`config.mk`:
```
export PLATFORM = sky130hd
export DESIGN_NAME = lar_top
export DESIGN_NICKNAME = d
export VERILOG_FILES = /design/src/rtl/lar_delay.v /design/src/rtl/lar_uart_rx.v /design/src/rtl/lar_top.v
export VERILOG_INCLUDE_DIRS = /design/src /design/src/rtl
export SDC_FILE = /design/constraint.sdc
export NUM_CORES = 1
export LEC_CHECK = 0
export ABC_CLOCK_PERIOD_IN_PS = 4400
export BUFFER_PORTS_ARGS = -buffer_cell sky130_fd_sc_hd__buf_2
export CORE_UTILIZATION = 56
export DETAILED_ROUTE_END_ITERATION = 12
export PLACE_DENSITY = 0.75
export SLEW_MARGIN = 10
export SYNTH_ARGS = -nofsm -noshare
export SYNTH_HDL_FRONTEND = slang
export SYNTH_SLANG_ARGS = --single-unit
```
`constraint.sdc`:
```
create_clock -name aclk -period 4.4 [get_ports aclk]
set_clock_uncertainty 0.05 [all_clocks]
set_input_delay 0 -clock aclk [delete_from_list [all_inputs] [get_ports aclk]]
set_output_delay 0 -clock aclk [all_outputs]
set_load 0.01 [all_outputs]
```
`src/rtl/lar_map.vh`:
```
`ifndef LAR_MAP_VH
`define LAR_MAP_VH
// Register byte offsets
`define LAR_CTRL        8'h00
`define LAR_LINK        8'h04
`define LAR_CMD         8'h08
`define LAR_STAT        8'h0c
`define LAR_IRQ_ST      8'h10
`define LAR_IRQ_MSK     8'h14
`define LAR_LIM_BASE    8'h20
// Control fields
`define LAR_CTRL_LATCH  2:0
`define LAR_CTRL_POL    5:3
`define LAR_CTRL_OR     8:6
`define LAR_CTRL_BAUD   10:9
`define LAR_CTRL_W      11
`define LAR_LINK_W      12
// Limit register fields
`define LAR_LIM_DLY     6:0
`define LAR_LIM_THR     14:8
`define LAR_NUM_LIM     6
// Limit ranges
`define LAR_DLY_MIN     7'd1
`define LAR_DLY_MAX     7'd99
`define LAR_THR_MIN     7'd10
`define LAR_THR_MAX     7'd100
// Reset values
`define LAR_DLY_RST     7'd1
`define LAR_THR_RST     7'd100
// Timing
`define LAR_CLK_HZ      200000000
`define LAR_CMP_MS      250
`define LAR_TICKS_PER_S 4
`define LAR_BAUD0       1200
`define LAR_BAUD1       2400
`define LAR_BAUD2       4800
`define LAR_BAUD3       9600
// Serial command that clears latched relays
`define LAR_CMD_RESET   8'h52
`endif

```
`src/rtl/lar_delay.v`:
```
`include "lar_map.vh"
module lar_delay (
  input  wire       aclk,
  input  wire       aresetn,
  input  wire       tick,
  input  wire       exc,
  input  wire [6:0] dly_s,
  output reg        qual_q
);
  reg  [8:0] cnt_q;
  wire [8:0] target = {2'b00, dly_s} * 9'd`LAR_TICKS_PER_S;

  always @(posedge aclk) begin
    if (!aresetn) begin
      cnt_q  <= 9'h000;
      qual_q <= 1'b0;
    end else if (!exc) begin
      // Any gap restarts the wait
      cnt_q  <= 9'h000;
      qual_q <= 1'b0;
    end else if (tick && !qual_q) begin
      if (cnt_q + 9'h001 >= target) begin
        qual_q <= 1'b1;
      end else begin
        cnt_q <= cnt_q + 9'h001;
      end
    end
  end
endmodule // lar_delay

```
`src/rtl/lar_uart_rx.v`:
```
module lar_uart_rx (
  input  wire        aclk,
  input  wire        aresetn,
  input  wire        rxd,
  input  wire [17:0] bit_cyc,
  output reg  [7:0]  data_q,
  output reg         vld_q
);
  localparam ST_IDLE = 2'd0;
  localparam ST_START = 2'd1;
  localparam ST_DATA = 2'd2;
  localparam ST_STOP = 2'd3;

  reg [1:0]  s1_q;
  reg [1:0]  st_q;
  reg [17:0] cnt_q;
  reg [2:0]  bit_q;
  wire       rx = s1_q[1];

  always @(posedge aclk) begin
    if (!aresetn) begin
      s1_q   <= 2'b11;
      st_q   <= ST_IDLE;
      cnt_q  <= 18'h00000;
      bit_q  <= 3'd0;
      data_q <= 8'h00;
      vld_q  <= 1'b0;
    end else begin
      s1_q  <= {s1_q[0], rxd};
      vld_q <= 1'b0;
      if (cnt_q != 18'h00000) begin
        cnt_q <= cnt_q - 18'h00001;
      end else begin
        case (st_q)
          ST_IDLE: if (!rx) begin
            st_q  <= ST_START;
            cnt_q <= {1'b0, bit_cyc[17:1]};
          end
          ST_START: begin
            // Reload one short: the step at zero takes a cycle too
            st_q  <= rx ? ST_IDLE : ST_DATA;
            cnt_q <= bit_cyc - 18'h00001;
            bit_q <= 3'd0;
          end
          ST_DATA: begin
            // 8 data bits, LSB first, no parity
            data_q <= {rx, data_q[7:1]};
            cnt_q  <= bit_cyc - 18'h00001;
            bit_q  <= bit_q + 3'd1;
            if (bit_q == 3'd7) begin
              st_q <= ST_STOP;
            end
          end
          default: begin
            // A bad stop bit drops the byte
            vld_q <= rx;
            st_q  <= ST_IDLE;
          end
        endcase
      end
    end
  end
endmodule // lar_uart_rx

```
`src/rtl/lar_top.v`:
```
// Notes on behaviour
// - Six limits, three per channel: first, second, bearing condition.
// - Thresholds clamp to 10..100 percent of channel range.
// - Each limit links to at most one relay.
// - A relay has zero to six linked limits.
// - AND mode trips only while all linked limits exceed.
// - OR mode trips while any linked limit exceeds.
// - Each alarm relay: normally energized or not, latching or not.
// - Per-limit alarm delay 1..99 seconds before exceedance counts.
// - Health relay normally energized, drops on self-monitor fault.
// - Contact reset input closure clears latched relays.
// - Panel or serial reset request also clears latched relays.
// - Two serial ports, data lines only, no handshake.
// - Serial frame 8N1, baud 1200, 2400, 4800 or 9600.
// - Separate latch and polarity setting per alarm relay.
// - Limits are compared every quarter second.
//
// Register access over AXI4-Lite and the register addresses were decided locally.
`include "lar_map.vh"
module lar_top #(
  parameter CLK_HZ  = `LAR_CLK_HZ,
  parameter QTR_CYC = `LAR_CLK_HZ / 1000 * `LAR_CMP_MS
) (
  input  wire        aclk,
  input  wire        aresetn,
  input  wire [7:0]  s_axi_awaddr,
  input  wire        s_axi_awvalid,
  output wire        s_axi_awready,
  input  wire [31:0] s_axi_wdata,
  input  wire [3:0]  s_axi_wstrb,
  input  wire        s_axi_wvalid,
  output wire        s_axi_wready,
  output reg  [1:0]  s_axi_bresp,
  output reg         s_axi_bvalid,
  input  wire        s_axi_bready,
  input  wire [7:0]  s_axi_araddr,
  input  wire        s_axi_arvalid,
  output wire        s_axi_arready,
  output reg  [31:0] s_axi_rdata,
  output reg  [1:0]  s_axi_rresp,
  output reg         s_axi_rvalid,
  input  wire        s_axi_rready,
  input  wire [41:0] meas_pct,
  input  wire        fault_in,
  input  wire        contact_reset_n,
  input  wire        panel_reset,
  input  wire        rxd_a,
  output wire        txd_a,
  input  wire        rxd_b,
  output wire        txd_b,
  output reg         alarm_relay_one,
  output reg         alarm_relay_two,
  output reg         alarm_relay_three,
  output reg         health_relay,
  output wire        irq
);
  localparam N = `LAR_NUM_LIM;

  reg [`LAR_CTRL_W-1:0] ctrl_q;
  reg [`LAR_LINK_W-1:0] link_q;
  reg [6:0]  dly_q [0:N-1];
  reg [6:0]  thr_q [0:N-1];
  reg [4:0]  irq_st_q;
  reg [4:0]  irq_msk_q;
  reg        sw_reset_q;
  reg [N-1:0] exc_q;
  wire [N-1:0] qual;
  reg [2:0]  trip_q;
  reg [2:0]  trip_d;
  reg        fault_prev_q;
  reg [25:0] tick_cnt_q;
  reg        tick_q;
  reg [1:0]  fault_s_q;
  reg [1:0]  crst_s_q;
  reg [1:0]  prst_s_q;
  reg        aw_have_q;
  reg        w_have_q;
  reg [7:0]  awaddr_q;
  reg [31:0] wdata_q;
  reg [3:0]  wstrb_q;
  integer    i;
  integer    j;
  integer    k;

  wire [2:0] relay_latch_cfg = ctrl_q[`LAR_CTRL_LATCH];
  wire [2:0] relay_pol_cfg   = ctrl_q[`LAR_CTRL_POL];
  wire [2:0] relay_or_cfg    = ctrl_q[`LAR_CTRL_OR];
  wire       relay_one_latch_cfg    = relay_latch_cfg[0];
  wire       relay_two_latch_cfg    = relay_latch_cfg[1];
  wire       relay_three_latch_cfg  = relay_latch_cfg[2];
  wire       relay_one_polarity_cfg   = relay_pol_cfg[0];
  wire       relay_two_polarity_cfg   = relay_pol_cfg[1];
  wire       relay_three_polarity_cfg = relay_pol_cfg[2];

  function [6:0] clamp;
    input [31:0] v;
    input [6:0]  lo;
    input [6:0]  hi;
    begin
      if (v < {25'h0, lo}) begin
        clamp = lo;
      end else if (v > {25'h0, hi}) begin
        clamp = hi;
      end else begin
        clamp = v[6:0];
      end
    end
  endfunction

  function [17:0] bit_cycles;
    input [1:0] sel;
    reg [31:0] c;
    begin
      case (sel)
        2'd0: c = CLK_HZ / `LAR_BAUD0;
        2'd1: c = CLK_HZ / `LAR_BAUD1;
        2'd2: c = CLK_HZ / `LAR_BAUD2;
        default: c = CLK_HZ / `LAR_BAUD3;
      endcase
      // Slowest rate at the top clock still fits 18 bits
      bit_cycles = c[17:0];
    end
  endfunction

  function mapped;
    input [7:0] a;
    begin
      mapped = (a[7:2] <= 6'h05) ||
               (a[7:5] == 3'b001 && a[4:2] < 3'd6);
    end
  endfunction

  function [31:0] rd_word;
    input [7:0] a;
    begin
      rd_word = 32'h00000000;
      if (a[7:2] == `LAR_CTRL >> 2) begin
        rd_word[`LAR_CTRL_W-1:0] = ctrl_q;
      end else if (a[7:2] == `LAR_LINK >> 2) begin
        rd_word[`LAR_LINK_W-1:0] = link_q;
      end else if (a[7:2] == `LAR_STAT >> 2) begin
        rd_word[16:0] = {health_relay, fault_s_q[1], qual, exc_q, trip_q};
      end else if (a[7:2] == `LAR_IRQ_ST >> 2) begin
        rd_word[4:0] = irq_st_q;
      end else if (a[7:2] == `LAR_IRQ_MSK >> 2) begin
        rd_word[4:0] = irq_msk_q;
      end else if (a[7:5] == 3'b001 && a[4:2] < 3'd6) begin
        rd_word[`LAR_LIM_DLY] = dly_q[a[4:2]];
        rd_word[`LAR_LIM_THR] = thr_q[a[4:2]];
      end
    end
  endfunction

  function [31:0] merge;
    input [31:0] old;
    input [31:0] nw;
    input [3:0]  strb;
    integer b;
    begin
      merge = old;
      for (b = 0; b < 4; b = b + 1) begin
        if (strb[b]) begin
          merge[b*8 +: 8] = nw[b*8 +: 8];
        end
      end
    end
  endfunction

  // Bus slave: address and data taken in either order
  wire        wr_en = aw_have_q && w_have_q && !s_axi_bvalid;
  wire [31:0] wval = merge(rd_word(awaddr_q), wdata_q, wstrb_q);
  assign s_axi_awready = !aw_have_q;
  assign s_axi_wready  = !w_have_q;
  assign s_axi_arready = !s_axi_rvalid;

  always @(posedge aclk) begin
    if (!aresetn) begin
      aw_have_q    <= 1'b0;
      w_have_q     <= 1'b0;
      awaddr_q     <= 8'h00;
      wdata_q      <= 32'h00000000;
      wstrb_q      <= 4'h0;
      s_axi_bvalid <= 1'b0;
      s_axi_bresp  <= 2'b00;
      s_axi_rvalid <= 1'b0;
      s_axi_rresp  <= 2'b00;
      s_axi_rdata  <= 32'h00000000;
    end else begin
      if (s_axi_awvalid && !aw_have_q) begin
        aw_have_q <= 1'b1;
        awaddr_q  <= s_axi_awaddr;
      end
      if (s_axi_wvalid && !w_have_q) begin
        w_have_q <= 1'b1;
        wdata_q  <= s_axi_wdata;
        wstrb_q  <= s_axi_wstrb;
      end
      if (wr_en) begin
        s_axi_bvalid <= 1'b1;
        s_axi_bresp  <= mapped(awaddr_q) ? 2'b00 : 2'b10;
      end else if (s_axi_bvalid && s_axi_bready) begin
        s_axi_bvalid <= 1'b0;
        aw_have_q    <= 1'b0;
        w_have_q     <= 1'b0;
      end
      if (s_axi_arvalid && !s_axi_rvalid) begin
        s_axi_rvalid <= 1'b1;
        s_axi_rdata  <= rd_word(s_axi_araddr);
        s_axi_rresp  <= mapped(s_axi_araddr) ? 2'b00 : 2'b10;
      end else if (s_axi_rvalid && s_axi_rready) begin
        s_axi_rvalid <= 1'b0;
      end
    end
  end

  // Pins from outside the clock domain
  always @(posedge aclk) begin
    if (!aresetn) begin
      fault_s_q <= 2'b00;
      crst_s_q  <= 2'b11;
      prst_s_q  <= 2'b00;
    end else begin
      fault_s_q <= {fault_s_q[0], fault_in};
      crst_s_q  <= {crst_s_q[0], contact_reset_n};
      prst_s_q  <= {prst_s_q[0], panel_reset};
    end
  end

  // Serial ports; transmit lines rest at idle mark
  wire [7:0] rx_a_data;
  wire [7:0] rx_b_data;
  wire       rx_a_vld;
  wire       rx_b_vld;
  wire [17:0] bit_cyc = bit_cycles(ctrl_q[`LAR_CTRL_BAUD]);
  assign txd_a = 1'b1;
  assign txd_b = 1'b1;

  lar_uart_rx u_rx_a (
    .aclk    (aclk),
    .aresetn (aresetn),
    .rxd     (rxd_a),
    .bit_cyc (bit_cyc),
    .data_q  (rx_a_data),
    .vld_q   (rx_a_vld)
  );

  lar_uart_rx u_rx_b (
    .aclk    (aclk),
    .aresetn (aresetn),
    .rxd     (rxd_b),
    .bit_cyc (bit_cyc),
    .data_q  (rx_b_data),
    .vld_q   (rx_b_vld)
  );

  wire ser_reset = (rx_a_vld && rx_a_data == `LAR_CMD_RESET) ||
                   (rx_b_vld && rx_b_data == `LAR_CMD_RESET);
  wire clr_latch = !crst_s_q[1] || prst_s_q[1] || sw_reset_q ||
                   ser_reset;

  // Configuration registers
  always @(posedge aclk) begin
    if (!aresetn) begin
      ctrl_q     <= {`LAR_CTRL_W{1'b0}};
      link_q     <= {`LAR_LINK_W{1'b0}};
      irq_msk_q  <= 5'h00;
      sw_reset_q <= 1'b0;
      for (i = 0; i < N; i = i + 1) begin
        dly_q[i] <= `LAR_DLY_RST;
        thr_q[i] <= `LAR_THR_RST;
      end
    end else begin
      sw_reset_q <= 1'b0;
      if (wr_en) begin
        if (awaddr_q[7:2] == `LAR_CTRL >> 2) begin
          ctrl_q <= wval[`LAR_CTRL_W-1:0];
        end else if (awaddr_q[7:2] == `LAR_LINK >> 2) begin
          link_q <= wval[`LAR_LINK_W-1:0];
        end else if (awaddr_q[7:2] == `LAR_CMD >> 2) begin
          sw_reset_q <= wval[0];
        end else if (awaddr_q[7:2] == `LAR_IRQ_MSK >> 2) begin
          irq_msk_q <= wval[4:0];
        end else if (awaddr_q[7:5] == 3'b001 && awaddr_q[4:2] < 3'd6) begin
          dly_q[awaddr_q[4:2]] <= clamp({25'h0, wval[`LAR_LIM_DLY]},
            `LAR_DLY_MIN, `LAR_DLY_MAX);
          thr_q[awaddr_q[4:2]] <= clamp({25'h0, wval[`LAR_LIM_THR]},
            `LAR_THR_MIN, `LAR_THR_MAX);
        end
      end
    end
  end

  // Quarter-second compare strobe
  always @(posedge aclk) begin
    if (!aresetn) begin
      tick_cnt_q <= 26'h0000000;
      tick_q     <= 1'b0;
      exc_q      <= {N{1'b0}};
    end else begin
      tick_q <= 1'b0;
      if (tick_cnt_q >= QTR_CYC[25:0] - 26'h0000001) begin
        tick_cnt_q <= 26'h0000000;
        tick_q     <= 1'b1;
      end else begin
        tick_cnt_q <= tick_cnt_q + 26'h0000001;
      end
      if (tick_q) begin
        for (k = 0; k < N; k = k + 1) begin
          exc_q[k] <= meas_pct[k*7 +: 7] >= thr_q[k];
        end
      end
    end
  end

  genvar g;
  generate
    for (g = 0; g < N; g = g + 1) begin : g_dly
      lar_delay u_dly (
        .aclk    (aclk),
        .aresetn (aresetn),
        .tick    (tick_q),
        .exc     (exc_q[g]),
        .dly_s   (dly_q[g]),
        .qual_q  (qual[g])
      );
    end
  endgenerate

  // A 2-bit relay code per limit keeps each limit on one relay
  reg [2:0] any_lnk;
  reg [2:0] all_exc;
  reg [2:0] any_exc;
  reg [2:0] cond;
  integer r;
  always @* begin
    for (r = 0; r < 3; r = r + 1) begin
      any_lnk[r] = 1'b0;
      all_exc[r] = 1'b1;
      any_exc[r] = 1'b0;
      for (j = 0; j < N; j = j + 1) begin
        if (link_q[j*2 +: 2] == r + 1) begin
          any_lnk[r] = 1'b1;
          all_exc[r] = all_exc[r] & qual[j];
          any_exc[r] = any_exc[r] | qual[j];
        end
      end
      // Relay with no limits never trips
      cond[r] = relay_or_cfg[r] ? any_exc[r] :
                (any_lnk[r] & all_exc[r]);
      // Live condition beats a reset
      trip_d[r] = cond[r] |
                  (relay_latch_cfg[r] & trip_q[r] & ~clr_latch);
    end
  end

  always @(posedge aclk) begin
    if (!aresetn) begin
      trip_q            <= 3'b000;
      fault_prev_q      <= 1'b0;
      irq_st_q          <= 5'h00;
      alarm_relay_one   <= 1'b0;
      alarm_relay_two   <= 1'b0;
      alarm_relay_three <= 1'b0;
      health_relay      <= 1'b0;
    end else begin
      trip_q       <= trip_d;
      fault_prev_q <= fault_s_q[1];
      // Energized when idle in normally energized mode
      alarm_relay_one   <= trip_q[0] ^ relay_one_polarity_cfg;
      alarm_relay_two   <= trip_q[1] ^ relay_two_polarity_cfg;
      alarm_relay_three <= trip_q[2] ^ relay_three_polarity_cfg;
      health_relay      <= !fault_s_q[1];
      // Set wins over write-one-to-clear
      irq_st_q <= (irq_st_q & ~(wr_en &&
                   awaddr_q[7:2] == `LAR_IRQ_ST >> 2 ? wval[4:0] : 5'h00))
                  | {clr_latch, fault_s_q[1] & ~fault_prev_q,
                     trip_d & ~trip_q};
    end
  end

  assign irq = |(irq_st_q & irq_msk_q);
endmodule // lar_top

```
## Word level (Yosys, flattened, before mapping)

Memories as Yosys holds them, arrays and structs flattened. A register that Yosys moved wholly into a read port is not among the register bits.
Index checks and enable logic that the tools add are counted.

- Bits in registers: 259
- Bits in writable memories: 84
- Output and inout bits: 48
- Input bits: 106
- Memories kept: 2

Memories:

| name | depth | width | rd ports | clocked after memory_dff | wr ports | RTL line | source |
|---|---|---|---|---|---|---|---|
| dly_q | 6 | 7 | 8 | 1 | 6 | lar_top.v:61 | `reg [6:0] dly_q [0:N-1];` |
| thr_q | 6 | 7 | 8 | 1 | 6 | lar_top.v:62 | `reg [6:0] thr_q [0:N-1];` |

- Multiplexer cells: 158
- Add/subtract/negate cells: 12
- Reductions and logical operators: 87
- Equality and inequality tests: 45
- Bitwise gates (word level): 67
- $lt $le $gt $ge: 21

Operator list:

| kind | number |
|---|---|
| two-way mux 7 bit | 33 |
| two-way mux 1 bit | 81 |
| two-way mux 18 bit | 4 |
| case mux 18 bit (2 select lines) | 2 |
| adder 9 x 1 -> 9 bit, second input constant | 6 |
| >= comparator 9 bit | 6 |
| case mux 18 bit (3 select lines) | 1 |
| subtractor 18 x 1 -> 18 bit, second input constant | 3 |
| AND reduction 2 bit | 25 |
| >= comparator 7 bit | 6 |
| nonzero test 18 bit | 2 |
| == test 2 bit, second input constant | 15 |
| two-way mux 5 bit | 6 |
| adder 26 x 1 -> 26 bit, second input constant | 1 |
| >= comparator 26 bit, second input constant | 1 |
| two-way mux 2 bit | 13 |
| AND 1 bit | 25 |
| == test 6 x 3 -> 1 bit, second input constant | 4 |
| two-way mux 12 bit | 2 |
| two-way mux 11 bit | 2 |
| two-way mux 3 bit | 7 |
| OR reduction 5 bit | 4 |
| == test 2 x 1 -> 1 bit, second input constant | 9 |
| == test 6 x 2 -> 1 bit, second input constant | 3 |
| other kinds (37) | 129 |

## Longest topological paths before layout

- Depth in word-level cells: 20
- Mapped depth: 12
- Depth with buffers taken out: 11

## Modules after synthesis

Synthesis repeated with hierarchy kept, for this count alone.

- Cell total of the unflattened synthesis: 2,411
- Area, all modules: 22,450.3 um^2

Modules (own cells, without submodules):

| module | times used | seq. area each (um^2) | cells each | area each (um^2) |
|---|---|---|---|---|
| lar_top | 1 | 5,965.7 | 1,341 | 13,334.0 |
| lar_delay | 6 | 200.2 | 90 | 787.0 |
| lar_uart_rx (u_rx_b) | 1 | 680.7 | 266 | 2,283.4 |
| lar_uart_rx (u_rx_a) | 1 | 680.7 | 264 | 2,110.8 |

## Least setup slack after synthesis

Ideal clock, no wire load.

- Kind: flip-flop to flip-flop
- Start: reg awaddr_q[3]
- End: mem dly_q[4][0] (enable)
- Stages on the path, launching flop included: 9
- Path buffers: 3
- Period minus slack after synthesis: 2.624 ns
- Slack: 1.776 ns
- Setup time: 0.361 ns
- Arrival: 2.213 ns
- Cell sequence: dfxtp_1 buf_2 a211oi_2 nand2_1 clkbuf_1 nor2_1 nand3b_1 clkbuf_1 nand2_1

RTL lines:

| element | RTL line | source |
|---|---|---|
| start: declaration | lar_top.v:78 | `reg [7:0] awaddr_q;` |
| start signal: assignment | lar_top.v:191 | `awaddr_q <= s_axi_awaddr;` |
| end: declaration | lar_top.v:61 |  |

==> results.toml <==
[die]
io_pins = 154
start_util_pct = 57.43
die_h_um = 193.7
die_area_mm2 = 0.03751
die_w_um = 193.7
rows = 69
core_area_mm2 = 0.03583

[cells_and_area]
drive_above_1_share_pct = 12.78
final_util_pct = 65.60
final_area_mm2 = 0.02350
fin_cells = 2910
antenna_cells = 0
layout.nets = 2641
areaGrowthSynthToFinish_pct = 14.24

[clock_tree]
cts_hold_buf = 53
clk-insertion-delay-late_ns = 0.59
postCtsSetupRepairBufs = 0
cts_tree = "built"
clk_pin_slew_ns = 0.06
cts_max_level = 2
cts-root-buf = "clkbuf_16"
cts_made_buffers = 41
cts_sinks = 370
cts.path.max_buffers = 3
cts_resized = 0

[logic_synthesis]
synth_seq_cells = 370
syn_area_mm2 = 0.02057
ys_warn_count = 0
yosysSeqAreaShare_pct = 41.45
synth.largest_area_cell = "dfxtp_1"
synth_ff_type = "dfxtp_1"
syn_inst = 2259
synth.top_cell.area_share_pct = 25.10
ys_top_cells_by_area = "dfxtp_1 25%, edfxtp_1 16%, ha_1 7.2%"
synth_edf_count = 112
yosysUniqueCellTypes = 96
async_flop_share_pct = 0
postSynthAreaPerCell_um2 = 9.108

[worst_setup_path]
rr_endpoint = "thr_q[1][2]"
critical_path_peak_fanout = 10
reg2reg_depth = 8
crit_required_ns = 4.64
cp-end-kind = "flop"
crit_type = "flop to flop"
cp.arrival_ns = 3.84
crit_end = "thr_q[1][2]"
r2r_slack_ns = 0.79
startpoint_type = "flop"

[routing]
ant_nets = 0
drtIter0Drc = 1865
via_per_inst = 6.087
via_count = 17710
routed_wl_um = 57860
firstDrtPassIters = 6
drcViolationCount = 0
wire_per_inst_um = 19.88

[sta]
min_period_ns = 3.607
slew_violations = 0
maxSlewHeadroom_pct = 24.02
hold_viol_final = 0
worst_slack_ns = 0.7933
fin_crit_sh_pct = 81.97
tightest_slew_ns = 1.137
grt_setup_unrepaired = "no"
setup_tns_ns = 0
fmax_ghz = 0.2773
setup_violations = 0

[power_and_ir_drop]
p_sw_w = 0.002641
power.leakage_nw = 9.245
combPwrFrac_pct = 17.7
clkPwrFrac_pct = 39.8
ir_drop_uv = 341.4
power_density_mw_per_mm2 = 395.3
internal-power_w = 0.006650
p_sw_share_pct = 28.42
power_frac_seq_pct = 42.4

[placed_design]
portBuffers = 111
placed_area_mm2 = 0.02152
finalWeightedCongestion = 0.9698
pre_cts_ws_ns = 1.014
place_inst = 2782
post-dp-hpwl_um = 41790

[global_route]
grt_pass1_vias = 16630
antenna_found_initial = 2
grt_overflow = 0
grt_pass1_wl_um = 90850
gr-usage-all-layers_pct = 30.72
grt_max_degree = 60

[flow_run]
cap_violations = 0

[run_status]
status = "finished, final reports clean"

[min_path]
min_path_type = "input port to flop"
[cells by family after synthesis]
logic type | count (synthesis) | synth area share, %
and+or+nand+nor | 792 | 18.61
muxes | 97 | 7.297
adders and majority gates | 118 | 7.176
xor gates and xnor gates | 90 | 3.831
other | 2 | 0.03650
buffers and inverters | 288 | 5.856
AOI/OAI and AO/OA | 502 | 15.74
DFF | 370 | 41.45
[placed cells by master (no fill, tap or decap), drive strengths merged, types with 48 or more instances in the layout]
master       count
a21oi          182
buf            141
clkbuf          60
dfxtp          258
dlygate4sd3     53
edfxtp         112
ha             118
inv            165
nand2          213
nand3           59
nor2           258
nor3            55
o21ai          103
xnor2           48
[registers in the layout, summed over array words and instances, names as in the netlist, 8 cells and up, named ones only]
signal,count
dly_q,56
thr_q,56
g_dly.u_dly.cnt_q,54
tick_cnt_q,26
u_rx_a.cnt_q,18
u_rx_b.cnt_q,18
s_axi_rdata,17
wdata_q,15
link_q,12
ctrl_q,11
u_rx_a.data_q,8
u_rx_b.data_q,8
[layout make-up]
| type | instances | area, um^2 |
|---|---|---|
| tap | 461 | 576.8 |
| sequential | 370 | 8528 |
| clock buffer | 60 | 1242 |
| fill | 2863 | 12320 |
| timing repair buffer | 194 | 1311 |
| multi-input combinational | 1646 | 11020 |
| inverter | 164 | 618.1 |
| clock inverter | 15 | 211.5 |
[synth_stat cells, types with 6 or more instances]
cell and n:
dfxtp_1 258, nor2_1 250, nand2_1 212, a21oi_1 180, inv_1 162, ha_1 118
edfxtp_1 112, o21ai_0 97, clkbuf_1 81, nand3_1 58, nor3_1 48, xnor2_1 48
mux2i_1 42, xor2_1 42, mux4_2 41, or3_1 36, a211oi_1 33, nand2b_1 26
nor2b_1 25, a31oi_1 22, and2_1 21, buf_4 21, nor4_1 21, a21o_1 19
o22ai_1 18, nand4_1 16, and3_1 15, a22oi_1 14, mux2_2 14, buf_2 12
or4_1 12, o31ai_1 11, a221oi_1 10, o211ai_1 9, nand3b_1 8, o21a_1 8
buf_1 6, nor2_2 6, nor3_2 6, o21ai_1 6, o221ai_1 6
[critical path, stage by stage, from the launching register on]
cell and delay (ns):
dfxtp_1 0.76, buf_4 0.31, mux4_2 0.50, mux2i_1 0.36, nor2_1 0.11, o31ai_1 0.43, o211ai_1 0.22, a21oi_2 0.43
nand2_1 0.13
[stage by stage]
stage               total power, W  hold WS (ns)
detailed placement        0.005583        0.1375
floorplan                 0.005181       0.05006
CTS                       0.009305       0.02388
finish                    0.009291       0.03463
global placement          0.005529        0.1354
global route              0.009678       0.05944
[power by group through the flow]
| stage | registers, W | logic [W] | clock network (W) |
|---|---|---|---|
| final | 0.00394 | 0.00165 | 0.00370 |
| after floorplan | 0.00394 | 0.00124 | 0 |
| after detailed placement | 0.00400 | 0.00158 | 0 |
| after CTS | 0.00393 | 0.00162 | 0.00375 |
| after global placement | 0.00399 | 0.00154 | 0 |
| after global routing | 0.00397 | 0.00182 | 0.00389 |
[metal layers]
layer,vias to the layer above,global-route usage [%],part of all wire [%]
li1,8327,-,-
met1,8396,40.38,41
met2,860,49.22,46
met3,125,7.688,10
met4,4,10.79,3.2
met5,-,0,0.038
[worst min path at each step]
stage	startpoint	slack [ns]	endpoint	cells past startpoint
final	meas_pct[25]	0.03	exc_q[3]	5
after global routing	meas_pct[25]	0.06	exc_q[3]	5
after CTS	meas_pct[25]	0.02	exc_q[3]	5
after detailed placement	contact_reset_n	0.14	crst_s_q[0]	2
after global placement	contact_reset_n	0.14	crst_s_q[0]	2
after floorplan	s_axi_rready	0.05	s_axi_rvalid	1
No activity file was read; power rests on OpenSTA's default activity.
